## config.mk

```make
export PLATFORM = sky130hd
export DESIGN_NAME = counter_latch_readback
export DESIGN_NICKNAME = d
export VERILOG_FILES = /design/src/counter_latch_readback.v
export VERILOG_INCLUDE_DIRS = /design/src
export SDC_FILE = /design/constraint.sdc
export NUM_CORES = 1
export LEC_CHECK = 0
export BUFFER_PORTS_ARGS = -buffer_cell sky130_fd_sc_hd__buf_2
export CAP_MARGIN = 10
export CORE_MARGIN = 2
export CORE_UTILIZATION = 59
export DETAILED_ROUTE_END_ITERATION = 12
export HOLD_SLACK_MARGIN = 0.03
export PLACE_DENSITY = 0.82
export REMOVE_ABC_BUFFERS = 1
export SETUP_SLACK_MARGIN = 0.05
export SLEW_MARGIN = 10
export SYNTH_ARGS = -nofsm -noshare
export SYNTH_HDL_FRONTEND = slang
export SYNTH_SLANG_ARGS = --single-unit
```

## constraint.sdc

```tcl
create_clock -name clk_i -period 5.7 [get_ports clk_i]
set_input_delay 0.285 -clock clk_i [delete_from_list [all_inputs] [get_ports clk_i]]
set_output_delay 0.285 -clock clk_i [all_outputs]
set_load 0.03 [all_outputs]
```

## src/latch_readback_consts.vh

```
// constants for the count latch and readback logic
// assumes a 32-bit classic wishbone bus with byte data in bits 7:0
`ifndef LATCH_READBACK_CONSTS_VH
`define LATCH_READBACK_CONSTS_VH

// word byte addresses of the counter locations and the control location
`define ADDR_COUNTER0 8'h00
`define ADDR_COUNTER1 8'h04
`define ADDR_COUNTER2 8'h08
`define ADDR_CONTROL 8'h0c
`define ADDR_WIDTH 8

// control byte fields
`define CTL_SELECT_HI 7
`define CTL_SELECT_LO 6
`define CTL_FORMAT_HI 5
`define CTL_FORMAT_LO 4
`define CTL_MODE_HI 3
`define CTL_MODE_LO 1
`define CTL_DECIMAL 0

// readback command fields
`define RB_COUNT_LATCH_N 5
`define RB_STATUS_LATCH_N 4
`define RB_PICK_BASE 1
`define RB_SELECT_CODE 2'h3

// access formats
`define FMT_LATCH 2'h0
`define FMT_LOW 2'h1
`define FMT_HIGH 2'h2
`define FMT_PAIR 2'h3

// reset values
`define RST_FORMAT 2'h3
`define RST_MODE 3'h0
`define RST_DECIMAL 1'h0
`define RST_HOLD 16'h0000
`define RST_NULL_COUNT 1'h1
`define RST_BYTE 8'h00

// unmapped reads answer this
`define UNMAPPED_DATA 32'h00000000

`endif

```

## src/counter_latch_readback.v

```verilog
// count latch, byte sequencing and readback logic for three 16-bit counters
// assumes a counting core beside it that supplies live counts, output levels
// and a pulse when a written count has been moved into its working counter
//
// The register offsets and the Wishbone register port are this design's own decisions.
`timescale 1ns/1ps
`include "latch_readback_consts.vh"

module counter_latch_readback (
  input wire clk_i, // 25 mhz system clock
  input wire rst_i, // synchronous reset, active high
  input wire wb_cyc_i, // wishbone cycle
  input wire wb_stb_i, // wishbone strobe
  input wire wb_we_i, // wishbone write enable
  input wire [7:0] wb_adr_i, // wishbone byte address
  input wire [3:0] wb_sel_i, // wishbone byte selects
  input wire [31:0] wb_dat_i, // wishbone write data
  output reg [31:0] wb_dat_o, // wishbone read data
  output reg wb_ack_o, // wishbone acknowledge
  input wire [15:0] live_count0_i, // live count of counter 0
  input wire [15:0] live_count1_i, // live count of counter 1
  input wire [15:0] live_count2_i, // live count of counter 2
  input wire [2:0] out_level_i, // live output levels, bit n for counter n
  input wire [2:0] count_loaded_i, // pulse: written count moved into counter n
  output reg [47:0] load_value_o, // assembled count, 16 bits per counter
  output reg [2:0] load_strobe_o, // pulse: new count for counter n complete
  output reg [2:0] program_strobe_o, // pulse: counter n reprogrammed
  output reg [8:0] mode_o, // mode, 3 bits per counter
  output reg [2:0] decimal_o, // decimal counting flag per counter
  output reg [5:0] format_o // access format, 2 bits per counter
);

  // location decode, used by the bus front end and by every counter slice
  function [2:0] counter_hit;
    input [7:0] adr;
    begin
      if (adr == `ADDR_COUNTER0) begin
        counter_hit = 3'h1;
      end else if (adr == `ADDR_COUNTER1) begin
        counter_hit = 3'h2;
      end else if (adr == `ADDR_COUNTER2) begin
        counter_hit = 3'h4;
      end else begin
        counter_hit = 3'h0;
      end
    end
  endfunction

  // byte picked from a 16-bit value by format and the byte order toggle
  // in pair format the read toggle chooses the half
  function [7:0] pick_byte;
    input [1:0] fmt;
    input hi_next;
    input [15:0] value;
    begin
      if (fmt == `FMT_HIGH) begin
        pick_byte = value[15:8];
      end else if (fmt == `FMT_PAIR && hi_next) begin
        pick_byte = value[15:8];
      end else begin
        pick_byte = value[7:0];
      end
    end
  endfunction

  // count assembled from a written byte, as the access format places it
  function [15:0] assembled;
    input [1:0] fmt;
    input [7:0] data;
    input [7:0] low;
    begin
      if (fmt == `FMT_LOW) begin
        assembled = {8'h00, data};
      end else if (fmt == `FMT_HIGH) begin
        assembled = {data, 8'h00};
      end else begin
        assembled = {data, low};
      end
    end
  endfunction

  // a write completes a count unless it is the low half of a pair
  function load_done;
    input [1:0] fmt;
    input hi_next;
    begin
      load_done = (fmt != `FMT_PAIR) || hi_next;
    end
  endfunction

  wire request;
  wire commit;
  wire [2:0] hit;
  wire control_hit;
  wire [7:0] wbyte;
  wire wr_byte;
  wire is_readback;
  wire [47:0] live_all;
  wire [23:0] next_byte_all;
  wire ctl_wr;
  wire [1:0] ctl_select;
  wire [1:0] ctl_format;
  wire [2:0] rb_picks;
  wire rb_count;
  wire rb_status;
  // per-counter state gathered for the shared hand-off register
  wire [2:0] program_all;
  wire [2:0] wr_all;
  wire [2:0] wr_hi_all;
  wire [5:0] fmt_all;
  wire [8:0] mode_all;
  wire [2:0] bcd_all;
  wire [23:0] low_all;
  integer i;

  assign request = wb_cyc_i & wb_stb_i;
  // side effects happen on the edge where the master samples ack
  assign commit = request & wb_ack_o;
  assign hit = counter_hit(wb_adr_i);
  assign control_hit = (wb_adr_i == `ADDR_CONTROL);
  // unused bus lanes are ignored; only byte lane 0 carries data
  assign wbyte = wb_dat_i[7:0];
  assign wr_byte = commit & wb_we_i & wb_sel_i[0];
  assign is_readback = ({wbyte[`CTL_SELECT_HI], wbyte[`CTL_SELECT_LO]} == `RB_SELECT_CODE);
  assign live_all = {live_count2_i, live_count1_i, live_count0_i};
  // control byte fields, shared by every slice; both latch flags are active low
  assign ctl_wr = wr_byte & control_hit;
  assign ctl_select = {wbyte[`CTL_SELECT_HI], wbyte[`CTL_SELECT_LO]};
  assign ctl_format = {wbyte[`CTL_FORMAT_HI], wbyte[`CTL_FORMAT_LO]};
  assign rb_picks = wbyte[`RB_PICK_BASE +: 3];
  assign rb_count = ctl_wr & is_readback & ~wbyte[`RB_COUNT_LATCH_N];
  assign rb_status = ctl_wr & is_readback & ~wbyte[`RB_STATUS_LATCH_N];

  // one ack cycle per request; ack drops in the cycle after it was given
  // no wait states: the answer always comes one cycle after the request
  always @(posedge clk_i) begin
    if (rst_i) begin
      wb_ack_o <= 1'b0;
    end else begin
      wb_ack_o <= request & ~wb_ack_o;
    end
  end

  // read data is captured with ack; held state cannot change before commit
  // so a read never sees its own side effects
  always @(posedge clk_i) begin
    if (rst_i) begin
      wb_dat_o <= `UNMAPPED_DATA;
    end else if (request & ~wb_ack_o) begin
      if (hit[0]) begin
        wb_dat_o <= {24'h000000, next_byte_all[7:0]};
      end else if (hit[1]) begin
        wb_dat_o <= {24'h000000, next_byte_all[15:8]};
      end else if (hit[2]) begin
        wb_dat_o <= {24'h000000, next_byte_all[23:16]};
      end else begin
        // control location is write only; unmapped reads give zero
        wb_dat_o <= `UNMAPPED_DATA;
      end
    end
  end

  genvar n;
  generate
    // one slice per counter; the slices share the bus decode
    for (n = 0; n < 3; n = n + 1) begin : slice
      reg [1:0] fmt;
      reg [2:0] mode;
      reg bcd;
      // hold register and status latch, each with its own unread flag
      reg [15:0] hold;
      reg hold_valid;
      reg [7:0] status;
      reg status_valid;
      reg rd_hi;
      reg wr_hi;
      reg [7:0] low_part;
      reg null_count;
      reg [7:0] next_byte;

      wire [15:0] live;
      wire ctl_for_me;
      wire program_me;
      wire latch_me;
      wire status_me;
      wire rd_me;
      wire wr_me;
      wire [7:0] status_now;

      assign live = live_all[16*n +: 16];
      assign ctl_for_me = ctl_wr & ~is_readback & (ctl_select == n);
      assign program_me = ctl_for_me & (ctl_format != `FMT_LATCH);
      // a latch lands only while nothing is held
      // a readback latch and a single latch share the same hold register
      assign latch_me = ~hold_valid & ((ctl_for_me & (ctl_format == `FMT_LATCH)) |
        (rb_count & rb_picks[n]));
      assign status_me = ~status_valid & rb_status & rb_picks[n];
      assign rd_me = commit & ~wb_we_i & hit[n];
      assign wr_me = wr_byte & hit[n];
      assign status_now = {out_level_i[n], null_count, fmt, mode, bcd};

      // exported for the shared hand-off register and the read data mux
      assign program_all[n] = program_me;
      assign wr_all[n] = wr_me;
      assign wr_hi_all[n] = wr_hi;
      assign fmt_all[2*n +: 2] = fmt;
      assign mode_all[3*n +: 3] = mode;
      assign bcd_all[n] = bcd;
      assign low_all[8*n +: 8] = low_part;
      assign next_byte_all[8*n +: 8] = next_byte;

      // status first, then held count, then live count
      always @* begin
        next_byte = `RST_BYTE;
        if (status_valid) begin
          next_byte = status;
        end else if (hold_valid) begin
          next_byte = pick_byte(fmt, rd_hi, hold);
        end else begin
          next_byte = pick_byte(fmt, rd_hi, live);
        end
      end

      // configuration and read side latches
      always @(posedge clk_i) begin
        if (rst_i) begin
          fmt <= `RST_FORMAT;
          mode <= `RST_MODE;
          bcd <= `RST_DECIMAL;
          hold <= `RST_HOLD;
          hold_valid <= 1'b0;
          status <= `RST_BYTE;
          status_valid <= 1'b0;
          rd_hi <= 1'b0;
        end else if (program_me) begin
          // programming abandons a half-read pair and any unread latch
          fmt <= ctl_format;
          mode <= wbyte[`CTL_MODE_HI:`CTL_MODE_LO];
          bcd <= wbyte[`CTL_DECIMAL];
          rd_hi <= 1'b0;
          hold_valid <= 1'b0;
          status_valid <= 1'b0;
        end else begin
          if (latch_me) begin
            // copied whole, so a carry between the halves cannot tear it
            hold <= live;
            hold_valid <= 1'b1;
          end
          if (status_me) begin
            // frozen at the command; later output changes are not seen
            status <= status_now;
            status_valid <= 1'b1;
          end
          if (rd_me) begin
            if (status_valid) begin
              // a status read leaves the held count and the toggle alone
              status_valid <= 1'b0;
            end else begin
              if (fmt == `FMT_PAIR) begin
                rd_hi <= ~rd_hi;
              end
              // held data is released after its last byte
              if (hold_valid && (fmt != `FMT_PAIR || rd_hi)) begin
                hold_valid <= 1'b0;
              end
            end
          end
        end
      end

      // write side byte order, kept apart from the read toggle on purpose
      // so that a stray read cannot corrupt a half-written count
      always @(posedge clk_i) begin
        if (rst_i) begin
          wr_hi <= 1'b0;
          low_part <= `RST_BYTE;
        end else if (program_me) begin
          wr_hi <= 1'b0;
        end else if (wr_me && fmt == `FMT_PAIR) begin
          wr_hi <= ~wr_hi;
          if (!wr_hi) begin
            low_part <= wbyte;
          end
        end
      end

      // a new complete count waits for the core; set beats clear
      // limitation: a count written during the core's load stays flagged
      always @(posedge clk_i) begin
        if (rst_i) begin
          null_count <= `RST_NULL_COUNT;
        end else if (program_me || (wr_me && load_done(fmt, wr_hi))) begin
          null_count <= 1'b1;
        end else if (count_loaded_i[n]) begin
          null_count <= 1'b0;
        end
      end
    end
  endgenerate

  // count hand-off and configuration toward the counting core
  // copies run one cycle behind the slice registers; the core allows for it
  always @(posedge clk_i) begin
    if (rst_i) begin
      load_value_o <= {3{`RST_HOLD}};
      load_strobe_o <= 3'h0;
      program_strobe_o <= 3'h0;
      mode_o <= {3{`RST_MODE}};
      decimal_o <= {3{`RST_DECIMAL}};
      format_o <= {3{`RST_FORMAT}};
    end else begin
      program_strobe_o <= program_all;
      mode_o <= mode_all;
      decimal_o <= bcd_all;
      format_o <= fmt_all;
      // only a completed count reaches the core
      for (i = 0; i < 3; i = i + 1) begin
        load_strobe_o[i] <= 1'b0;
        if (wr_all[i] && !program_all[i] && load_done(fmt_all[2*i +: 2], wr_hi_all[i])) begin
          load_value_o[16*i +: 16] <=
            assembled(fmt_all[2*i +: 2], wbyte, low_all[8*i +: 8]);
          load_strobe_o[i] <= 1'b1;
        end
      end
    end
  end

endmodule // counter_latch_readback

```

==> flow_metrics.env <==
export IMPL_status="completed"
export IMPL_initial_core_util_pct=59.8
export IMPL_hold_class="primary input to flip-flop"
export IMPL_io_pins=208
export IMPL_rows=46
export IMPL_synthArstFlopShare_pct=0
export IMPL_ys_warn_count=0
export IMPL_grt_overflow=0
export IMPL_fmax_ghz=0.339
export IMPL_drive_above_1_share_pct=18.7
export IMPL_place_inst=1357
export IMPL_ctsLongestPathBuffers=3
export IMPL_period_needed_ns=2.95
export IMPL_dr_total_vias=8290
export IMPL_dr_pass1_iters=7
export IMPL_cap_violations=0
export IMPL_timing_final_crit_share_pct=51.8
export IMPL_wirelength_um=24900
export IMPL_postCtsSetupRepairBufs=0
export IMPL_setup_viol=0
export IMPL_grt_pass1_wl_um=38600
export IMPL_route_met2_wl_um=11300
export IMPL_tightest_slew_ns=1.15
export IMPL_critPathLaunchType="flip-flop"
export IMPL_slew_headroom_pct=22.8
export IMPL_coreArea_um2=15700
export IMPL_rsz0062_at_grt="no"
export IMPL_tns_ns=0
export IMPL_fp_dieH_um=130
export IMPL_postCtsResizedCells=0
export IMPL_fin_cells=1404
export IMPL_ys_seq_area_share_pct=44.8
export IMPL_grt_use_total_pct=28.5
export IMPL_area_growth_pct=15.2
export IMPL_globalplace_congestion=0.850
export IMPL_numCtsBuffers=22
export IMPL_hold_buffers=7
export IMPL_port_buffers=156
export IMPL_report_final_slew_viol_count=0
export IMPL_first_global_vias=7538
export IMPL_antenna_found_initial=3
export IMPL_ir_worst_vdd_v=0.000256
export IMPL_critical_path_class="flip-flop to flip-flop"
export IMPL_top_layer_used="met5"
export IMPL_hold_viol=0
export IMPL_synth_edff_count=0
export IMPL_cp_required_ns=6.09
export IMPL_avgSynthCellArea_um2=8.74
export IMPL_cts_tree="built"
export IMPL_ys_types=52
export IMPL_synth_seq_cells=210
export IMPL_end_kind="flip-flop"
export IMPL_antenna_left=0
export IMPL_mostFrequentLayoutCells="210 x dfxtp_1, 155 x buf_2, 134 x nor2_1"
export IMPL_clk_pin_slew_ns=0.06
export IMPL_worstPathArrival_ns=3.34
export IMPL_wire_per_inst_um=17.8
export IMPL_ys_flop_type="dfxtp_1"
export IMPL_grt_max_degree=143
export IMPL_final_nets=1275
export IMPL_drtIter0Drc=823
export IMPL_dp_hpwl_um=16000
export IMPL_cts_sinks=210
export IMPL_die_w_um=130
export IMPL_fin_skew_ns=0.00889
export IMPL_p_per_area_nw_per_um2=286
export IMPL_dieArea_um2=16900
export IMPL_cellLeakagePower_uw=0.00471
export IMPL_crit_path_max_fanout=21
export IMPL_viasPerCell=5.90
export IMPL_post_route_drc_count=0
export IMPL_clock_latency_ns=0.50
export IMPL_htree_levels=1
export IMPL_wl_met3_um=2320
export IMPL_synthCells=1074
export IMPL_met1_length_um=10500
export IMPL_cts_root_buffer="clkbuf_16"
export IMPL_final_common_cell="dfxtp_1"
export IMPL_syn_area_um2=9390
final timing paths:
kind / from / to / slack (ns) / cells past startpoint
max: slice[0].fmt[0] / wb_dat_o[7] / 2.75 / 5
min: out_level_i[1] / slice[1].status[7] / 0.03 / 3
max reg2reg: slice[0].fmt[0] / wb_dat_o[7] / 2.75 / 5
min reg2reg: slice[1].hold[15] / slice[1].hold[15] / 0.45 / 2
worst max-delay path: stages (launching register included):
cell and delay (ns):
dfxtp_1 0.91, nand2b_1 0.41, nand2_1 0.60, mux4_2 0.62
o21ai_0 0.20, nand3_1 0.09
state kept, by name, summed over array words and instances, names as in the netlist, 6 cells and up:
register / cells
slice.low_part: 24
slice.mode: 9
slice.status: 24
format_o: 6
load_value_o: 48
slice.fmt: 6
mode_o: 9
slice.hold: 48
wb_dat_o: 8
cell families after synthesis:
group,after synthesis,share of synthesized area (%)
AOI/OAI and AO/OA,197,13.8
xor gates and xnor gates,7,0.653
buffers and inverters,130,6.60
DFF,210,44.8
muxes,115,12.5
other,1,0.0399
and+or+nand+nor,414,21.7
synthesized netlist by cell type (10+ instances only):
library cell	count	area, µm²
dfxtp_1	210	4200
nor2_1	134	503
mux2i_1	105	1050
nand2_1	89	334
clkbuf_1	72	270
a21oi_1	71	355
nand3_1	45	225
nand2b_1	31	194
o21ai_0	28	140
nor3_1	27	135
buf_4	24	180
a211o_1	22	193
a221oi_1	16	140
inv_1	16	60.1
nor2b_1	16	100
or3_1	12	75.1
nor4_1	11	68.8
and3_1	10	62.6
or2_2	10	62.6
per-stage QoR:
stage                     hold WS (ns)  power (µW)  util [%]  area [µm²]  setup WS [ns]
after floorplan                  0.354        1580         -        8920           2.88
after global placement           0.436        1660      63.6       10000           2.55
after detailed placement         0.444        1660      63.6       10000           2.52
after CTS                       0.0309        3110      68.8       10800           2.79
after global routing            0.0412        3190      68.8       10800           2.62
final                           0.0339        3100      68.8       10800           2.75
layout make-up:
type	count	area, µm²
Antenna cell	2	5.00
Timing Repair Buffer	165	881
Fill cell	1262	4900
Tap cell	216	270
Inverter	16	60.1
Clock buffer	28	634
Sequential cell	210	4200
Multi-Input combinational cell	757	4650
Clock inverter	10	108
routing by layer:
| metal | up-vias | global-route usage [%] |
|---|---|---|
| li1 | 3927 | - |
| met1 | 3922 | 38.1 |
| met2 | 386 | 45.8 |
| met3 | 53 | 6.19 |
| met4 | 2 | 10.1 |
| met5 | - | 0 |
report_power, final:
group,internal (µW),leakage [µW],switching (µW)
Sequential,1470,0.00169,3.67
Combinational,49.1,0.00266,113
Clock,875,0.000362,583
Total,2400,0.00471,701
No activity file was read; power rests on OpenSTA's default activity.
